[config.mk]
export PLATFORM = sky130hd
export DESIGN_NAME = nvs_sequencer
export DESIGN_NICKNAME = d
export VERILOG_FILES = /design/src/hdl/nvs_pkg.sv /design/src/hdl/nvs_clk_div.sv /design/src/hdl/nvs_blank_scan.sv /design/src/hdl/nvs_sequencer.sv
export VERILOG_INCLUDE_DIRS = /design/src /design/src/hdl
export SDC_FILE = /design/constraint.sdc
export NUM_CORES = 1
export LEC_CHECK = 0
export BUFFER_PORTS_ARGS = -buffer_cell sky130_fd_sc_hd__buf_4
export CAP_MARGIN = 20
export CORE_MARGIN = 4
export CORE_UTILIZATION = 40
export DETAILED_ROUTE_END_ITERATION = 7
export GPL_ROUTABILITY_DRIVEN = 0
export SLEW_MARGIN = 20
export SYNTH_ARGS = -nofsm -noshare
export SYNTH_HDL_FRONTEND = slang
export SYNTH_SLANG_ARGS = --single-unit
[constraint.sdc]
create_clock -name sys_clk -period 14.55 [get_ports sys_clk]
set_input_delay 2.91 -clock sys_clk [delete_from_list [all_inputs] [get_ports sys_clk]]
set_output_delay 2.91 -clock sys_clk [all_outputs]
set_load 0.03 [all_outputs]
[src/hdl/nvs_defs.svh]
// Command codes, cycle counts and widths of the NVM command sequencer.
// Included by the package; plain definitions only.
`ifndef NVS_DEFS_SVH
`define NVS_DEFS_SVH

// Widths
`define NVS_CNT_W 18
`define NVS_EL_W 24
`define NVS_DIV_W 8

// Command codes
`define NVS_CMD_CHK_ALL 8'h01
`define NVS_CMD_CHK_BLK 8'h02
`define NVS_CMD_CHK_PSEC 8'h03
`define NVS_CMD_RD_ONCE 8'h04
`define NVS_CMD_PGM_P 8'h06
`define NVS_CMD_PGM_ONCE 8'h07
`define NVS_CMD_ERS_ALL 8'h08
`define NVS_CMD_ERS_PBLK 8'h09
`define NVS_CMD_ERS_PSEC 8'h0A
`define NVS_CMD_UNSECURE 8'h0B
`define NVS_CMD_KEY_VER 8'h0C
`define NVS_CMD_MRG_USER 8'h0D
`define NVS_CMD_MRG_FIELD 8'h0E
`define NVS_CMD_CHK_DSEC 8'h10
`define NVS_CMD_PGM_D 8'h11
`define NVS_CMD_ERS_DSEC 8'h12

// Operating clock window in kHz, kept by software
`define NVS_OPCLK_MIN_KHZ 800
`define NVS_OPCLK_MAX_KHZ 1050

// Bus clock counts
`define NVS_T_CHK_ALL 18'd35500
`define NVS_T_CHK_PBLK 18'd33500
`define NVS_T_CHK_DBLK 18'd2800
`define NVS_T_SEC_SETUP 18'd450
`define NVS_T_RD_ONCE 18'd400
`define NVS_T_KEY_VER 18'd400
`define NVS_T_MARGIN 18'd350
`define NVS_T_PGM_P_BUS 18'd2000
`define NVS_T_PGM_P_BUS_MAX 18'd2500
`define NVS_T_PGM_ONCE_BUS 18'd2150
`define NVS_T_ERS_ALL_BUS 18'd70000
`define NVS_T_ERS_PBLK_BUS 18'd67000
`define NVS_T_ERS_PSEC_BUS 18'd700
`define NVS_T_ERS_PSEC_BUS_MAX 18'd1400
`define NVS_T_DPGM_BUS_BASE 18'd500
`define NVS_T_DPGM_BUS_WORD 18'd525
`define NVS_T_DPGM_BUS_WORD_MAX 18'd750
`define NVS_T_DPGM_BUS_ROW 18'd100
`define NVS_T_ERS_DSEC_BUS 18'd700
`define NVS_T_ERS_DSEC_BUS_MAX 18'd3400

// Operating clock counts
`define NVS_T_PGM_OP 18'd164
`define NVS_T_ERS_ALL_OP 18'd100100
`define NVS_T_ERS_PSEC_OP 18'd20020
`define NVS_T_DPGM_OP_BASE 18'd14
`define NVS_T_DPGM_OP_WORD 18'd54
`define NVS_T_DPGM_OP_ROW 18'd14
`define NVS_T_ERS_DSEC_OP 18'd5025
`define NVS_T_ERS_DSEC_OP_MAX 18'd20100

// Array sizes in verify units
`define NVS_PFL_PHRASES 18'd16384
`define NVS_DFL_PHRASES 18'd512

`endif

[src/hdl/nvs_pkg.sv]
// Types shared by the NVM command sequencer modules.
// Assumes nvs_defs.svh on the include path.
`include "nvs_defs.svh"

package nvs_pkg;

  typedef enum logic [1:0] {
    ST_IDLE = 2'b00,
    ST_SETUP = 2'b01,
    ST_SCAN = 2'b10,
    ST_OPWAIT = 2'b11
  } nvs_state_t;

  typedef struct packed {
    logic [7:0] flash_command_code;
    logic block_sel;
    logic [2:0] word_count;
    logic row_cross_flag;
    logic [15:0] section_len;
  } nvs_cmd_t;

  typedef struct packed {
    logic legal;
    logic [`NVS_CNT_W-1:0] bus;
    logic [`NVS_CNT_W-1:0] scan;
    logic [`NVS_CNT_W-1:0] op;
  } nvs_plan_t;

endpackage : nvs_pkg

[src/hdl/nvs_clk_div.sv]
// Operating time base: one tick every divider+1 bus clocks.
// Assumes sys_clk is the bus clock and the divider is held steady.
`timescale 1ns/1ns
`default_nettype none
`include "nvs_defs.svh"

module nvs_clk_div #(
  parameter int DW = `NVS_DIV_W
) (
  // Clock and reset
  input wire logic sys_clk,
  input wire logic srst,
  // Divider setting
  input wire logic [DW-1:0] nvm_clock_divider,
  // Time base
  output logic op_tick
);

  if (DW < 2 || DW > 16) begin : g_chk
    $error("nvs_clk_div: DW out of range");
  end

  logic [DW-1:0] cnt;

  // Frequency is never checked; software owns the window
  always_ff @(posedge sys_clk) begin
    if (srst) begin
      cnt <= '0;
      op_tick <= 1'b0;
    end else if (cnt >= nvm_clock_divider) begin // [RULE1] [RULE2]
      cnt <= '0;
      op_tick <= 1'b1;
    end else begin
      cnt <= cnt + 1'b1;
      op_tick <= 1'b0;
    end
  end

endmodule : nvs_clk_div

`default_nettype wire

[src/hdl/nvs_blank_scan.sv]
// Blank-check walker: one phrase per clock from address zero.
// Assumes arr_blank answers combinationally for the addressed phrase.
`timescale 1ns/1ns
`default_nettype none
`include "nvs_defs.svh"

module nvs_blank_scan #(
  parameter int CW = `NVS_CNT_W
) (
  // Clock and reset
  input wire logic sys_clk,
  input wire logic srst,
  // Control
  input wire logic start,
  input wire logic [CW-1:0] count,
  output logic done,
  output logic fail,
  // Array side
  output logic arr_rd_en,
  output logic [CW-1:0] arr_addr,
  input wire logic arr_blank
);

  logic [CW-1:0] left;
  logic last;

  assign last = !arr_blank || left == 1;

  always_ff @(posedge sys_clk) begin
    if (srst) begin
      arr_rd_en <= 1'b0;
      arr_addr <= '0;
      left <= '0;
    end else if (start) begin
      arr_rd_en <= count != 0;
      arr_addr <= '0; // [RULE3]
      left <= count;
    end else if (arr_rd_en) begin
      // Stop at the first non-blank phrase
      arr_rd_en <= !last; // [RULE3]
      arr_addr <= arr_addr + 1'b1;
      left <= left - 1'b1;
    end
  end

  always_ff @(posedge sys_clk) begin
    if (srst) begin
      done <= 1'b0;
      fail <= 1'b0;
    end else begin
      done <= (start && count == 0) || (arr_rd_en && last);
      fail <= arr_rd_en && !arr_blank;
    end
  end
endmodule : nvs_blank_scan

`default_nettype wire

[src/hdl/nvs_sequencer.sv]
// NVM command sequencer: times each flash command in bus clocks and
// operating clocks, runs blank checks against the array.
// Assumes one command at a time, taken while cmd_ready is high.
//
// Function
// [RULE1] Operating time base is the divided bus clock; software keeps it legal
// [RULE2] Divided clock frequency is never checked nor used to refuse commands
// [RULE3] Blank checks: setup, then one phrase per clock from zero, early stop
// [RULE4] Code 01 checks all blocks within 35500 bus cycles when blank
// [RULE5] Code 02 checks one block: 33500 program store, 2800 data store
// [RULE6] Code 03 checks program section within 450 plus one per phrase
// [RULE7] Code 04 reads the one-time field within 400 bus cycles
// [RULE8] Code 06 programs a phrase: 164 operating plus 2000, max 2500 bus
// [RULE9] Code 07 programs one-time field: 164 operating plus 2150 bus
// [RULE10] Code 08 erases all: 100100 operating plus 70000 bus cycles
// [RULE11] Code 09 erases program block: 100100 operating plus 67000 bus
// [RULE12] Code 0A erases a sector: 20020 operating plus 700, max 1400 bus
// [RULE13] Code 0B erases and unsecures: 100100 operating plus 70000 bus
// [RULE14] Code 0C verifies the backdoor key within 400 bus cycles
// [RULE15] Code 0D sets user margin level within 350 bus cycles
// [RULE16] Code 0E sets field margin level within 350 bus cycles
// [RULE17] Code 10 checks data section within 450 plus one per word
// [RULE18] Code 11 programs 1-4 data words, per-word and row-crossing terms
// [RULE19] Code 12 erases data sector: 5025 op plus 700, up to 20100/3400
// [RULE20] Completion is signalled only after the counted duration elapses; a failed blank check ends early at the non-blank phrase
`timescale 1ns/1ns
`default_nettype none
`include "nvs_defs.svh"
module nvs_sequencer #(
  parameter int DW = `NVS_DIV_W,
  parameter logic [17:0] P_CHK_ALL = `NVS_T_CHK_ALL,
  parameter logic [17:0] P_CHK_PBLK = `NVS_T_CHK_PBLK,
  parameter logic [17:0] P_ERS_ALL_BUS = `NVS_T_ERS_ALL_BUS,
  parameter logic [17:0] P_ERS_PBLK_BUS = `NVS_T_ERS_PBLK_BUS,
  parameter logic [17:0] P_ERS_ALL_OP = `NVS_T_ERS_ALL_OP,
  parameter logic [17:0] P_ERS_PSEC_OP = `NVS_T_ERS_PSEC_OP,
  parameter logic [17:0] P_ERS_DSEC_OP = `NVS_T_ERS_DSEC_OP,
  parameter logic [17:0] P_PFL_PHRASES = `NVS_PFL_PHRASES,
  parameter logic [17:0] P_DFL_PHRASES = `NVS_DFL_PHRASES
) (
  // Clock and reset
  input wire logic sys_clk,
  input wire logic srst,
  // Command side
  input wire logic cmd_valid,
  input wire nvs_pkg::nvs_cmd_t cmd,
  output logic cmd_ready,
  output logic cmd_done,
  output logic cmd_error,
  output logic blank_fail,
  output logic busy,
  // Time base setting
  input wire logic [DW-1:0] nvm_clock_divider,
  // Array side
  output logic [7:0] arr_cmd_code,
  output logic arr_rd_en,
  output logic [17:0] arr_addr,
  input wire logic arr_blank
);

  ////////////////////////////////////////////////////////////////////////
  // Elaboration checks

  if (P_CHK_ALL <= P_PFL_PHRASES + P_DFL_PHRASES + 1) begin : g_chk_all
    $error("nvs_sequencer: blank-check-all count too small");
  end
  if (P_CHK_PBLK <= P_PFL_PHRASES + 1) begin : g_chk_pblk
    $error("nvs_sequencer: program block check count too small");
  end
  if (`NVS_T_CHK_DBLK <= P_DFL_PHRASES + 1) begin : g_chk_dblk
    $error("nvs_sequencer: data block check count too small");
  end

  ////////////////////////////////////////////////////////////////////////
  // Command decode

  function automatic nvs_pkg::nvs_plan_t plan_of(
    input nvs_pkg::nvs_cmd_t c
  );
    nvs_pkg::nvs_plan_t p;
    logic [17:0] nw;
    logic [17:0] sl;
    p = '0;
    nw = {15'h0000, c.word_count};
    sl = {2'h0, c.section_len};
    p.legal = 1'b1;
    case (c.flash_command_code)
      `NVS_CMD_CHK_ALL: begin
        p.bus = P_CHK_ALL; // [RULE4]
        p.scan = P_PFL_PHRASES + P_DFL_PHRASES;
      end
      `NVS_CMD_CHK_BLK: begin
        p.bus = c.block_sel ? `NVS_T_CHK_DBLK : P_CHK_PBLK; // [RULE5]
        p.scan = c.block_sel ? P_DFL_PHRASES : P_PFL_PHRASES;
      end
      `NVS_CMD_CHK_PSEC, `NVS_CMD_CHK_DSEC: begin
        p.bus = `NVS_T_SEC_SETUP + sl; // [RULE6] [RULE17]
        p.scan = sl;
      end
      `NVS_CMD_RD_ONCE: p.bus = `NVS_T_RD_ONCE; // [RULE7]
      `NVS_CMD_PGM_P: begin
        p.bus = `NVS_T_PGM_P_BUS; // [RULE8]
        p.op = `NVS_T_PGM_OP;
      end
      `NVS_CMD_PGM_ONCE: begin
        p.bus = `NVS_T_PGM_ONCE_BUS; // [RULE9]
        p.op = `NVS_T_PGM_OP;
      end
      `NVS_CMD_ERS_ALL, `NVS_CMD_UNSECURE: begin
        p.bus = P_ERS_ALL_BUS; // [RULE10] [RULE13]
        p.op = P_ERS_ALL_OP;
      end
      `NVS_CMD_ERS_PBLK: begin
        p.bus = P_ERS_PBLK_BUS; // [RULE11]
        p.op = P_ERS_ALL_OP;
      end
      `NVS_CMD_ERS_PSEC: begin
        p.bus = `NVS_T_ERS_PSEC_BUS; // [RULE12]
        p.op = P_ERS_PSEC_OP;
      end
      `NVS_CMD_KEY_VER: p.bus = `NVS_T_KEY_VER; // [RULE14]
      `NVS_CMD_MRG_USER: p.bus = `NVS_T_MARGIN; // [RULE15]
      `NVS_CMD_MRG_FIELD: p.bus = `NVS_T_MARGIN; // [RULE16]
      `NVS_CMD_PGM_D: begin
        // Word count outside one to four is refused
        p.legal = nw != 0 && nw <= 18'd4; // [RULE18]
        p.bus = `NVS_T_DPGM_BUS_BASE + `NVS_T_DPGM_BUS_WORD * nw
          + (c.row_cross_flag ? `NVS_T_DPGM_BUS_ROW : 18'd0);
        p.op = `NVS_T_DPGM_OP_BASE + `NVS_T_DPGM_OP_WORD * nw
          + (c.row_cross_flag ? `NVS_T_DPGM_OP_ROW : 18'd0);
      end
      `NVS_CMD_ERS_DSEC: begin
        // New-device figure; wear-out growth is not modelled
        p.bus = `NVS_T_ERS_DSEC_BUS; // [RULE19]
        p.op = P_ERS_DSEC_OP;
      end
      default: p.legal = 1'b0;
    endcase
    return p;
  endfunction : plan_of

  ////////////////////////////////////////////////////////////////////////
  // Declarations

  nvs_pkg::nvs_state_t state;
  nvs_pkg::nvs_plan_t plan_in;
  nvs_pkg::nvs_plan_t plan_q;
  nvs_pkg::nvs_cmd_t cmd_q;
  logic [17:0] cnt;
  logic [17:0] next_setup;
  logic [`NVS_EL_W-1:0] bus_el;
  logic [`NVS_EL_W-1:0] op_el;
  logic accept;
  logic take;
  logic setup_end;
  logic scan_start;
  logic scan_done;
  logic scan_fail;
  logic op_tick;
  logic finish;

  assign plan_in = plan_of(cmd);
  assign cmd_ready = state == nvs_pkg::ST_IDLE;
  assign busy = !cmd_ready;
  assign accept = cmd_valid && cmd_ready;
  assign take = accept && plan_in.legal;
  // Scan eats one bus clock per phrase and its result pulse one more past setup
  assign next_setup = plan_in.bus - plan_in.scan
    - {17'h00000, plan_in.scan != 0};
  assign setup_end = state == nvs_pkg::ST_SETUP && cnt == 18'd1;
  assign scan_start = setup_end && plan_q.scan != 0;
  assign finish = (setup_end && plan_q.scan == 0 && plan_q.op == 0)
    || (state == nvs_pkg::ST_SCAN && scan_done
        && (scan_fail || plan_q.op == 0))
    || (state == nvs_pkg::ST_OPWAIT && op_tick && cnt == 18'd1);

  ////////////////////////////////////////////////////////////////////////
  // Submodules

  nvs_clk_div #(.DW(DW)) u_div (
    .sys_clk(sys_clk),
    .srst(srst),
    .nvm_clock_divider(nvm_clock_divider),
    .op_tick(op_tick)
  );

  nvs_blank_scan #(.CW(18)) u_scan (
    .sys_clk(sys_clk),
    .srst(srst),
    .start(scan_start),
    .count(plan_q.scan),
    .done(scan_done),
    .fail(scan_fail),
    .arr_rd_en(arr_rd_en),
    .arr_addr(arr_addr),
    .arr_blank(arr_blank)
  );

  ////////////////////////////////////////////////////////////////////////
  // Sequence

  always_ff @(posedge sys_clk) begin
    if (srst) begin
      state <= nvs_pkg::ST_IDLE;
    end else begin
      unique case (state)
        nvs_pkg::ST_IDLE: begin
          if (take) begin // [RULE2]
            state <= nvs_pkg::ST_SETUP;
          end
        end
        nvs_pkg::ST_SETUP: begin
          if (setup_end) begin // [RULE3]
            if (plan_q.scan != 0) begin
              state <= nvs_pkg::ST_SCAN;
            end else if (plan_q.op != 0) begin
              state <= nvs_pkg::ST_OPWAIT;
            end else begin
              state <= nvs_pkg::ST_IDLE;
            end
          end
        end
        nvs_pkg::ST_SCAN: begin
          if (scan_done) begin
            state <= scan_fail || plan_q.op == 0 ?
              nvs_pkg::ST_IDLE : nvs_pkg::ST_OPWAIT;
          end
        end
        nvs_pkg::ST_OPWAIT: begin
          if (finish) begin
            state <= nvs_pkg::ST_IDLE;
          end
        end
      endcase
    end
  end

  // Bus clocks in setup, operating ticks in the wait
  always_ff @(posedge sys_clk) begin
    if (srst) begin
      cnt <= '0;
    end else if (take) begin
      cnt <= next_setup; // [RULE20]
    end else if (setup_end) begin
      cnt <= plan_q.op;
    end else if (state == nvs_pkg::ST_SETUP) begin
      cnt <= cnt - 1'b1;
    end else if (state == nvs_pkg::ST_OPWAIT && op_tick) begin
      cnt <= cnt - 1'b1; // [RULE20]
    end
  end

  always_ff @(posedge sys_clk) begin
    if (srst) begin
      plan_q <= '0;
      cmd_q <= '0;
      arr_cmd_code <= 8'h00;
    end else if (take) begin
      plan_q <= plan_in;
      cmd_q <= cmd;
      arr_cmd_code <= cmd.flash_command_code;
    end
  end

  always_ff @(posedge sys_clk) begin
    if (srst) begin
      cmd_done <= 1'b0;
      cmd_error <= 1'b0;
      blank_fail <= 1'b0;
    end else begin
      cmd_done <= finish; // [RULE20]
      cmd_error <= accept && !plan_in.legal;
      if (state == nvs_pkg::ST_SCAN && scan_done && scan_fail) begin
        blank_fail <= 1'b1; // [RULE3]
      end else if (take) begin
        blank_fail <= 1'b0;
      end
    end
  end

  // Elapsed counts, read by the checks below
  always_ff @(posedge sys_clk) begin
    if (srst || take) begin
      bus_el <= '0;
      op_el <= '0;
    end else begin
      if (state == nvs_pkg::ST_SETUP || state == nvs_pkg::ST_SCAN) begin
        bus_el <= bus_el + 1'b1;
      end
      if (state == nvs_pkg::ST_OPWAIT && op_tick) begin
        op_el <= op_el + 1'b1;
      end
    end
  end
endmodule : nvs_sequencer

`default_nettype wire

==> flow_summary.rst, run 1 <==
.. list-table::
   :header-rows: 1

   * - Metric
     - Value
   * - Status
     - complete, no violations
   * - Die Outline Area
     - approximately 0.023 mm^2
   * - Relative area change from synthesis to final layout
     - 12.5%
   * - Number of clock buffers inserted by TritonCTS
     - 9
   * - Prevailing post-synth register cell
     - sky130_fd_sc_hd__dfxtp_1
   * - P per Cell Area
     - 76.0 mW/mm^2
   * - Worst-case reg-to-reg path depth
     - 7
   * - Global-route total usage across every layer
     - between 10% and 20%
   * - Min-Delay Endpoint
     - arr_cmd_code[1]$_SDFFE_PP0P_
   * - CP Cell Sequence
     - buf_4 > inv_1 > fa_1 > inv_1 > ha_1 > ha_1 > fa_1 > a21o_1 > a21oi_1 > o21ai_0 > nand2_1 > xnor2_1 > nor2_1 > a2111oi_0 > ha_1 > inv_1 > ha_1 > nand3_1 > or3_1 > a211oi_1 > or2_1 > o21a_1 > or3_1 > a32o_1
   * - Proportion of synthesized flip-flops having asynchronous set or reset
     - 0%
   * - # diodes
     - 0
   * - Total of buffers placed on input and output ports
     - 72
   * - Leak
     - around 4 nW
   * - Max-cap violations
     - 0
   * - TritonCTS clock tree
     - built
   * - Pre-CTS worst setup slack
     - slightly above 6 ns
   * - Hold Buf Count CTS
     - 0
   * - Post-synth top area share
     - approximately a quarter
   * - Vias in the first global route
     - approximately 7000
   * - CTS Root Buffer Type
     - sky130_fd_sc_hd__clkbuf_16
   * - Fraction of final layout cells with drive strength greater than 1
     - a little under a tenth
   * - Post-Route Setup TNS
     - 0 ns
   * - Commonest cells in the synthesized netlist
     - sky130_fd_sc_hd__nand2_1, sky130_fd_sc_hd__nor2_1, sky130_fd_sc_hd__dfxtp_1
   * - Data required time of the worst path
     - around 15 ns
   * - Worst setup slack for register-to-register paths
     - approximately 12 ns
   * - Worst hold margin
     - between 0.4 and 0.5 ns
   * - Overall overflow remaining after global route
     - 0
   * - Ports
     - 73
   * - Share of the core filled with cells in the final layout
     - ~46%
   * - Highest clock rate
     - 0.125 GHz
   * - Number of endpoints failing setup at the final stage
     - 0
   * - Slew @ Worst Pin
     - around 1.1 ns
   * - Cell taking the most area after synthesis
     - sky130_fd_sc_hd__dfxtp_1
   * - Startpoint types
     - input pin
   * - Number of placed cells counting well taps
     - around 1400
   * - Number of optimization iterations in the first detailed-route pass
     - 5
   * - Syn avg cell area
     - roughly 7.5 um^2
   * - Crit path arrival time
     - approximately 8.3 ns
   * - DIE WIDTH
     - about 150 um
   * - Type of the worst setup path
     - input pin to flop
   * - Starting Density
     - slightly above 40%
   * - Worst clock skew
     - approximately 0.013 ns
   * - Antenna viol nets, final
     - 0
   * - Iter 0 DRT Violations
     - roughly 540
   * - Share of the clock period used by the worst path
     - around 55%
   * - Die Span Y
     - 151 um
   * - Number of buffers added for setup after CTS
     - 0
   * - H-Tree Depth
     - 3
   * - Total standard cell area after synthesis
     - about 0.008 mm^2
   * - Max-slew headroom
     - between 20% and 30%
   * - Proportion of synthesized chip area in sequential cells
     - a little over a quarter
   * - Post-layout instance count excluding filler cells
     - between 1000 and 1500
   * - Min setup slack post-route
     - 6.55 ns
   * - Unrepaired setup endpoints after global routing
     - no
   * - Maximum buffer depth of the clock tree
     - 2
   * - Number of distinct standard cells referenced by the synthesized netlist
     - 66
   * - Cell with the most instances after synthesis
     - sky130_fd_sc_hd__nand2_1
   * - Final routed DRC violation total
     - 0
   * - Detail-routed net length per standard cell
     - around 16 um
   * - Time the final worst path needs with I/O delays and setup
     - 8.00 ns
   * - Startpoint of the lowest-slack hold path
     - arr_cmd_code[1]$_SDFFE_PP0P_
   * - Endpoint class of the critical path
     - flop
   * - Yosys Warn Count
     - 0
   * - Number of enable-type register cells in the synthesized netlist
     - 0
   * - Endpoint of the worst-slack reg-to-reg timing path
     - cnt[14]$_SDFFE_PP0P_
   * - Clk Latency, worst-skew pair
     - ~0.36 ns
   * - TritonCTS sink count
     - between 100 and 150
   * - Clock-pin transition on the worst setup and hold timing paths
     - around 0.080 ns
   * - Critical register-to-register path startpoint
     - cnt[9]$_SDFFE_PP0P_
   * - Global-route wire length before repair
     - about 36 mm
   * - Cell seen most often among critical-path stages
     - sky130_fd_sc_hd__ha_1
   * - Type of the tightest min-delay check
     - flop to flop
   * - Final-report max-slew violation count
     - 0
   * - Pin count of the biggest net entering global routing
     - a little over 70
   * - Count of state elements after synthesis
     - between 100 and 150
   * - Placement Rows
     - 51
   * - Post-Syn Nets
     - 1205
   * - Antenna violations before repair
     - 0
   * - Final Hold Violating Endpoints
     - 0
   * - Detailed-route wire length
     - 21.7 mm
   * - Worst path slowest cell
     - sky130_fd_sc_hd__a2111oi_0
   * - Core Footprint
     - roughly 0.02 mm^2
   * - Largest fanout on the critical path
     - 10
   * - Total via count in the routed design
     - 7481
   * - Number of instances resized during post-cts repair
     - 0
   * - Number of nets in the layout
     - 1244
   * - Worst IR Drop VDD
     - ~0.052 mV
   * - Post-DP HPWL
     - about 16 mm
   * - Cells after Synth
     - 1080
   * - CP max stage delay
     - 0.63 ns
   * - Worst hold stages
     - 2
   * - Biggest area contributors in the synthesized netlist
     - sky130_fd_sc_hd__dfxtp_1, sky130_fd_sc_hd__ha_1, sky130_fd_sc_hd__nand2_1
   * - Number of vias per cell
     - roughly 5.4
==> report_power, final <==
group / leakage, nW / switching, W / internal [W] / total (W)
clock: 0.141 / 0.000121 / 0.000123 / 0.000244
sequential: 0.871 / 0.00000435 / 0.000299 / 0.000303
combinational: 2.99 / 0.0000865 / 0.0000616 / 0.000148
==> cells in the final DEF (no fill, tap or decap), types with 5 or more instances in the layout <==
cell	synthesis	routed
sky130_fd_sc_hd__ha_1	75	75
sky130_fd_sc_hd__a31oi_1	9	9
sky130_fd_sc_hd__nand3_1	28	27
sky130_fd_sc_hd__o211ai_1	6	6
sky130_fd_sc_hd__nand2b_1	9	9
sky130_fd_sc_hd__or2_2	5	5
sky130_fd_sc_hd__nor2b_1	13	12
sky130_fd_sc_hd__fa_1	9	9
sky130_fd_sc_hd__nand2_1	129	129
sky130_fd_sc_hd__nor2_1	121	121
sky130_fd_sc_hd__a22oi_1	6	6
sky130_fd_sc_hd__inv_1	81	81
sky130_fd_sc_hd__nand4_1	8	8
sky130_fd_sc_hd__nor3_1	29	29
sky130_fd_sc_hd__o21ai_1	7	7
sky130_fd_sc_hd__and2_1	16	16
sky130_fd_sc_hd__dfxtp_1	108	108
sky130_fd_sc_hd__xnor2_1	51	51
sky130_fd_sc_hd__buf_4	0	77
sky130_fd_sc_hd__a211oi_1	28	28
sky130_fd_sc_hd__nor4_1	20	20
sky130_fd_sc_hd__o221ai_1	5	5
sky130_fd_sc_hd__xor2_1	30	30
sky130_fd_sc_hd__a21o_1	18	18
sky130_fd_sc_hd__o21a_1	7	7
sky130_fd_sc_hd__or3_1	8	8
sky130_fd_sc_hd__o21ai_0	37	37
sky130_fd_sc_hd__a21oi_1	90	90
sky130_fd_sc_hd__clkbuf_16	0	9
sky130_fd_sc_hd__and3_1	12	12
sky130_fd_sc_hd__o31ai_1	6	6
==> critical path, delay by kind of cell <==
| family | cells | cell delay, ns |
|---|---|---|
| XOR/XNOR | 1 | 0.12 |
| adder cells (fa/ha/maj) | 6 | 1.95 |
| buffers and inverters | 4 | 0.57 |
| AO/OA/AOI/OAI | 7 | 1.69 |
| AND/OR/NAND/NOR | 6 | 1.00 |
==> state kept, by name, indices dropped and copies added, names as in the netlist <==
| name | cells |
|---|---|
| u_scan.done | 1 |
| cmd_error | 1 |
| plan_q | 29 |
| cmd_done | 1 |
| u_scan.arr_rd_en | 1 |
| arr_cmd_code | 8 |
| u_scan.fail | 1 |
| u_scan.arr_addr | 18 |
| u_scan.left | 18 |
| blank_fail | 1 |
| cnt | 18 |
| state | 2 |
| u_div.op_tick | 1 |
| u_div.cnt | 8 |
==> worst max path at each step <==
stage	startpoint	to	slack (ns)
after floorplan	cmd[19]	cnt[13]$_SDFFE_PP0P_	7.03
after global placement	cmd[19]	cnt[13]$_SDFFE_PP0P_	6.35
after detailed placement	cmd[19]	cnt[13]$_SDFFE_PP0P_	6.24
after CTS	cmd[19]	cnt[13]$_SDFFE_PP0P_	6.60
after global routing	cmd[19]	cnt[15]$_SDFFE_PP0P_	6.14
final	cmd[19]	cnt[13]$_SDFFE_PP0P_	6.55
==> metal layers <==
metal / GRT usage [%] / vias up / share of wire, %
met3: 2.74 / 31 / 4.3
met4: 5.71 / 0 / 1.8
met2: 32.3 / 155 / 47
met5: 0 / - / 0
met1: 26.1 / 3469 / 47
li1: - / 3826 / -
==> per-stage QoR <==
step,cell area (um^2),power (W)
detailed placement,8860,0.000458
floorplan,8140,0.000416
global placement,8860,0.000456
finish,9150,0.000695
global route,9150,0.000729
CTS,9140,0.000703
==> cell type report <==
cell class / count / area [um^2]
Inverter: 81 / 304
Clock inverter: 5 / 42.5
Fill cell: 2046 / 10600
Multi-Input combinational cell: 841 / 5480
Clock buffer: 10 / 239
Sequential cell: 108 / 2160
Tap cell: 265 / 332
Timing Repair Buffer: 78 / 593
==> cells by family (layout without fill, tap and decap cells) <==
group	Yosys count	count (layout)	synth area share, %
and+or+nand+nor	421	421	24.4
AOI/OAI and AO/OA	250	250	19.7
buffers and inverters	131	174	6.20
DFF	108	108	26.6
adders and majority gates	84	84	13.7
xor gates and xnor gates	81	81	8.72
muxes	5	5	0.631
(Power assumes the default switching activity.)
==> run 2, diff against run 1 <==
Clock period 14.55 ns to 6.51 ns, I/O delays scaled along.
==> flow_summary.rst, run 2 (synthesized netlist as in run 1, its figures left out) <==
.. list-table::
   :header-rows: 1

   * - Metric
     - Value
   * - Endpoint of the worst-slack reg-to-reg timing path
     - cnt[14]$_SDFFE_PP0P_
   * - Ports
     - 73
   * - Number of instances resized during post-cts repair
     - 0
   * - Commonest cells after routing, fill and taps aside
     - sky130_fd_sc_hd__nand2_1, sky130_fd_sc_hd__nor2_1, sky130_fd_sc_hd__dfxtp_1
   * - Share of the core filled with cells in the final layout
     - a little under half
   * - CTS Root Buffer Type
     - sky130_fd_sc_hd__clkbuf_16
   * - Startpoint of the lowest-slack hold path
     - arr_cmd_code[1]$_SDFFE_PP0P_
   * - Final routed DRC violation total
     - 0
   * - Pre-CTS worst setup slack
     - approximately 0.12 ns
   * - Time the final worst path needs with I/O delays and setup
     - ~6 ns
   * - DIE WIDTH
     - 151 um
   * - Footprint of the multi-input gates
     - 0.00548 mm^2
   * - Met3 routing resource usage after global routing
     - between 2 and 3%
   * - Filler Cells Inserted
     - between 2000 and 2500
   * - Worst clock skew
     - 0.0100 ns
   * - Number of nets in the layout
     - roughly 1300
   * - Number of clock buffers inserted by TritonCTS
     - 9
   * - Post-DP HPWL
     - around 17 mm
   * - Final-report max-slew violation count
     - 0
   * - Core Footprint
     - a little under 0.02 mm^2
   * - Die Span Y
     - approximately 150 um
   * - Startpoint types
     - input pin
   * - Worst-case reg-to-reg path depth
     - 7
   * - Final Hold Violating Endpoints
     - 0
   * - Met1 demand-to-capacity share in global routing
     - between 20% and 30%
   * - Die Outline Area
     - around 0.023 mm^2
   * - Met2 GRT Util
     - between 30 and 40%
   * - Total via count in the routed design
     - between 7000 and 8000
   * - Starting Density
     - 41.3%
   * - Antenna violations before repair
     - 0
   * - Maximum buffer depth of the clock tree
     - 2
   * - Status
     - complete, no violations
   * - Overall overflow remaining after global route
     - 0
   * - Worst IR Drop VDD
     - about 0.16 mV
   * - Clk Latency, worst-skew pair
     - around 0.36 ns
   * - Global-route wire length before repair
     - around 36 mm
   * - Share of the clock period used by the worst path
     - 92.2%
   * - Fraction of final layout cells with drive strength greater than 1
     - between 10% and 20%
   * - Crit path arrival time
     - 6.27 ns
   * - Type of the tightest min-delay check
     - flop to flop
   * - Largest fanout on the critical path
     - 8
   * - Global-route total usage across every layer
     - between 10% and 20%
   * - Pin count of the biggest net entering global routing
     - 72
   * - Number of endpoints failing setup at the final stage
     - 0
   * - Critical register-to-register path startpoint
     - cnt[9]$_SDFFE_PP0P_
   * - Highest clock rate
     - ~0.17 GHz
   * - Global route hottest layer
     - met2
   * - Unrepaired setup endpoints after global routing
     - no
   * - Leak
     - 4.07 nW
   * - Post-Route Setup TNS
     - 0 ns
   * - CP endpoint
     - cnt[13]$_SDFFE_PP0P_
   * - Relative area change from synthesis to final layout
     - 13.8%
   * - Placement Rows
     - just over 50
   * - Number of buffers added for setup after CTS
     - 0
   * - Cell Area, Placed
     - between 0.008 and 0.009 mm^2
   * - Type of the worst setup path
     - input pin to flop
   * - Non-Filler Cell Area, Final
     - between 0.009 and 0.01 mm^2
   * - Area taken by flip-flops and latches
     - approximately 0.0022 mm^2
   * - Worst setup slack for register-to-register paths
     - 3.57 ns
   * - H-Tree Depth
     - 3
   * - Data required time of the worst path
     - ~6.8 ns
   * - Hold Buf Count CTS
     - 0
   * - Endpoint class of the critical path
     - flop
   * - Critical Path Source
     - cmd[19]
   * - Iter 0 DRT Violations
     - 419
   * - Clock-pin transition on the worst setup and hold timing paths
     - around 0.09 ns
   * - P per Cell Area
     - 174 mW/mm^2
   * - Post-layout instance count excluding filler cells
     - 1399
   * - Antenna viol nets, final
     - 0
   * - Number of optimization iterations in the first detailed-route pass
     - 5
   * - Total of buffers placed on input and output ports
     - slightly above 70
   * - Register name with the most flops
     - plan_q
   * - Max-slew headroom
     - between 30% and 40%
   * - # diodes
     - 0
   * - Flip-flop count of the largest register after layout
     - 29
   * - Min setup slack post-route
     - approximately 0.51 ns
   * - Detail-routed net length per standard cell
     - ~16 um
   * - Max-cap violations
     - 0
   * - Vias in the first global route
     - around 7000
   * - Slew @ Worst Pin
     - 0.977 ns
   * - TritonCTS clock tree
     - built
   * - Number of placed cells counting well taps
     - about 1400
   * - Number of vias per cell
     - between 5 and 6
   * - TritonCTS sink count
     - between 100 and 150
   * - Most common library cell in the layout ignoring fill and taps
     - sky130_fd_sc_hd__nand2_1
   * - Detailed-route wire length
     - roughly 22 mm
-- run 2: cell types whose count changed in the layout (fill, tap and decap cells not counted) --
cell / delta
sky130_fd_sc_hd__clkinv_8: +1
sky130_fd_sc_hd__inv_6: -1
sky130_fd_sc_hd__buf_8: -1
sky130_fd_sc_hd__clkinv_4: +1
sky130_fd_sc_hd__nand2_2: +1
sky130_fd_sc_hd__clkinv_2: -1
sky130_fd_sc_hd__clkbuf_8: -1
sky130_fd_sc_hd__bufinv_16: +1
sky130_fd_sc_hd__buf_4: +11
sky130_fd_sc_hd__nand2_1: -1
sky130_fd_sc_hd__clkbuf_1: +1
-- run 2: per-stage QoR --
step | power (W) | hold slack (ns)
3_3_place_gp | 0.00102 | 0.450
6_report | 0.00161 | 0.461
2_1_floorplan | 0.000929 | 0.445
5_1_grt | 0.00169 | 0.479
3_5_place_dp | 0.00102 | 0.452
4_1_cts | 0.00163 | 0.465
-- run 2: per-layer routing --
layer,share of wire (%),wire [um]
met1,45,10100
met2,47,10400
met3,4.8,1070
met4,2.6,586
met5,0,0
-- run 2: area by class of cell --
class,count,area share [%]
clock buffer,10,2.47
timing repair buffer,88,7.14
tap,265,3.58
inverter,81,3.29
clock inverter,6,0.906
multi-input combinational,841,59.3
sequential,108,23.4
-- run 2: worst min-delay path by stage --
stage | endpoint | slack, ns | depth (start not counted)
final | arr_cmd_code[1]$_SDFFE_PP0P_ | 0.46 | 2
after global routing | arr_cmd_code[4]$_SDFFE_PP0P_ | 0.48 | 2
after CTS | arr_cmd_code[0]$_SDFFE_PP0P_ | 0.46 | 2
after detailed placement | arr_cmd_code[0]$_SDFFE_PP0P_ | 0.45 | 2
after global placement | arr_cmd_code[1]$_SDFFE_PP0P_ | 0.45 | 2
after floorplan | plan_q[6]$_SDFFE_PP0P_ | 0.45 | 2
-- run 2: worst max-delay path, cell delays in order --
cell                        delay [ns]
sky130_fd_sc_hd__buf_4            0.15
sky130_fd_sc_hd__inv_1            0.11
sky130_fd_sc_hd__fa_1             0.50
sky130_fd_sc_hd__inv_1            0.04
sky130_fd_sc_hd__ha_1             0.26
sky130_fd_sc_hd__ha_1             0.23
sky130_fd_sc_hd__fa_1             0.42
sky130_fd_sc_hd__a21o_1           0.19
sky130_fd_sc_hd__a21oi_1          0.17
sky130_fd_sc_hd__o21ai_0          0.14
sky130_fd_sc_hd__nand2_1          0.11
sky130_fd_sc_hd__xnor2_1          0.12
sky130_fd_sc_hd__nor2_1           0.07
sky130_fd_sc_hd__a2111oi_0        0.40
sky130_fd_sc_hd__buf_4            0.19
sky130_fd_sc_hd__ha_1             0.21
sky130_fd_sc_hd__inv_1            0.06
sky130_fd_sc_hd__ha_1             0.26
sky130_fd_sc_hd__nand3_1          0.14
sky130_fd_sc_hd__or3_1            0.12
sky130_fd_sc_hd__a211oi_1         0.05
sky130_fd_sc_hd__or2_1            0.26
sky130_fd_sc_hd__o21a_1           0.18
sky130_fd_sc_hd__or3_1            0.31
sky130_fd_sc_hd__a32o_1           0.26
-- run 2: where the power goes --
| part | switching, W | internal [W] |
|---|---|---|
| clock | 0.000290 | 0.000308 |
| combinational | 0.000193 | 0.000139 |
| sequential | 0.00000971 | 0.000668 |
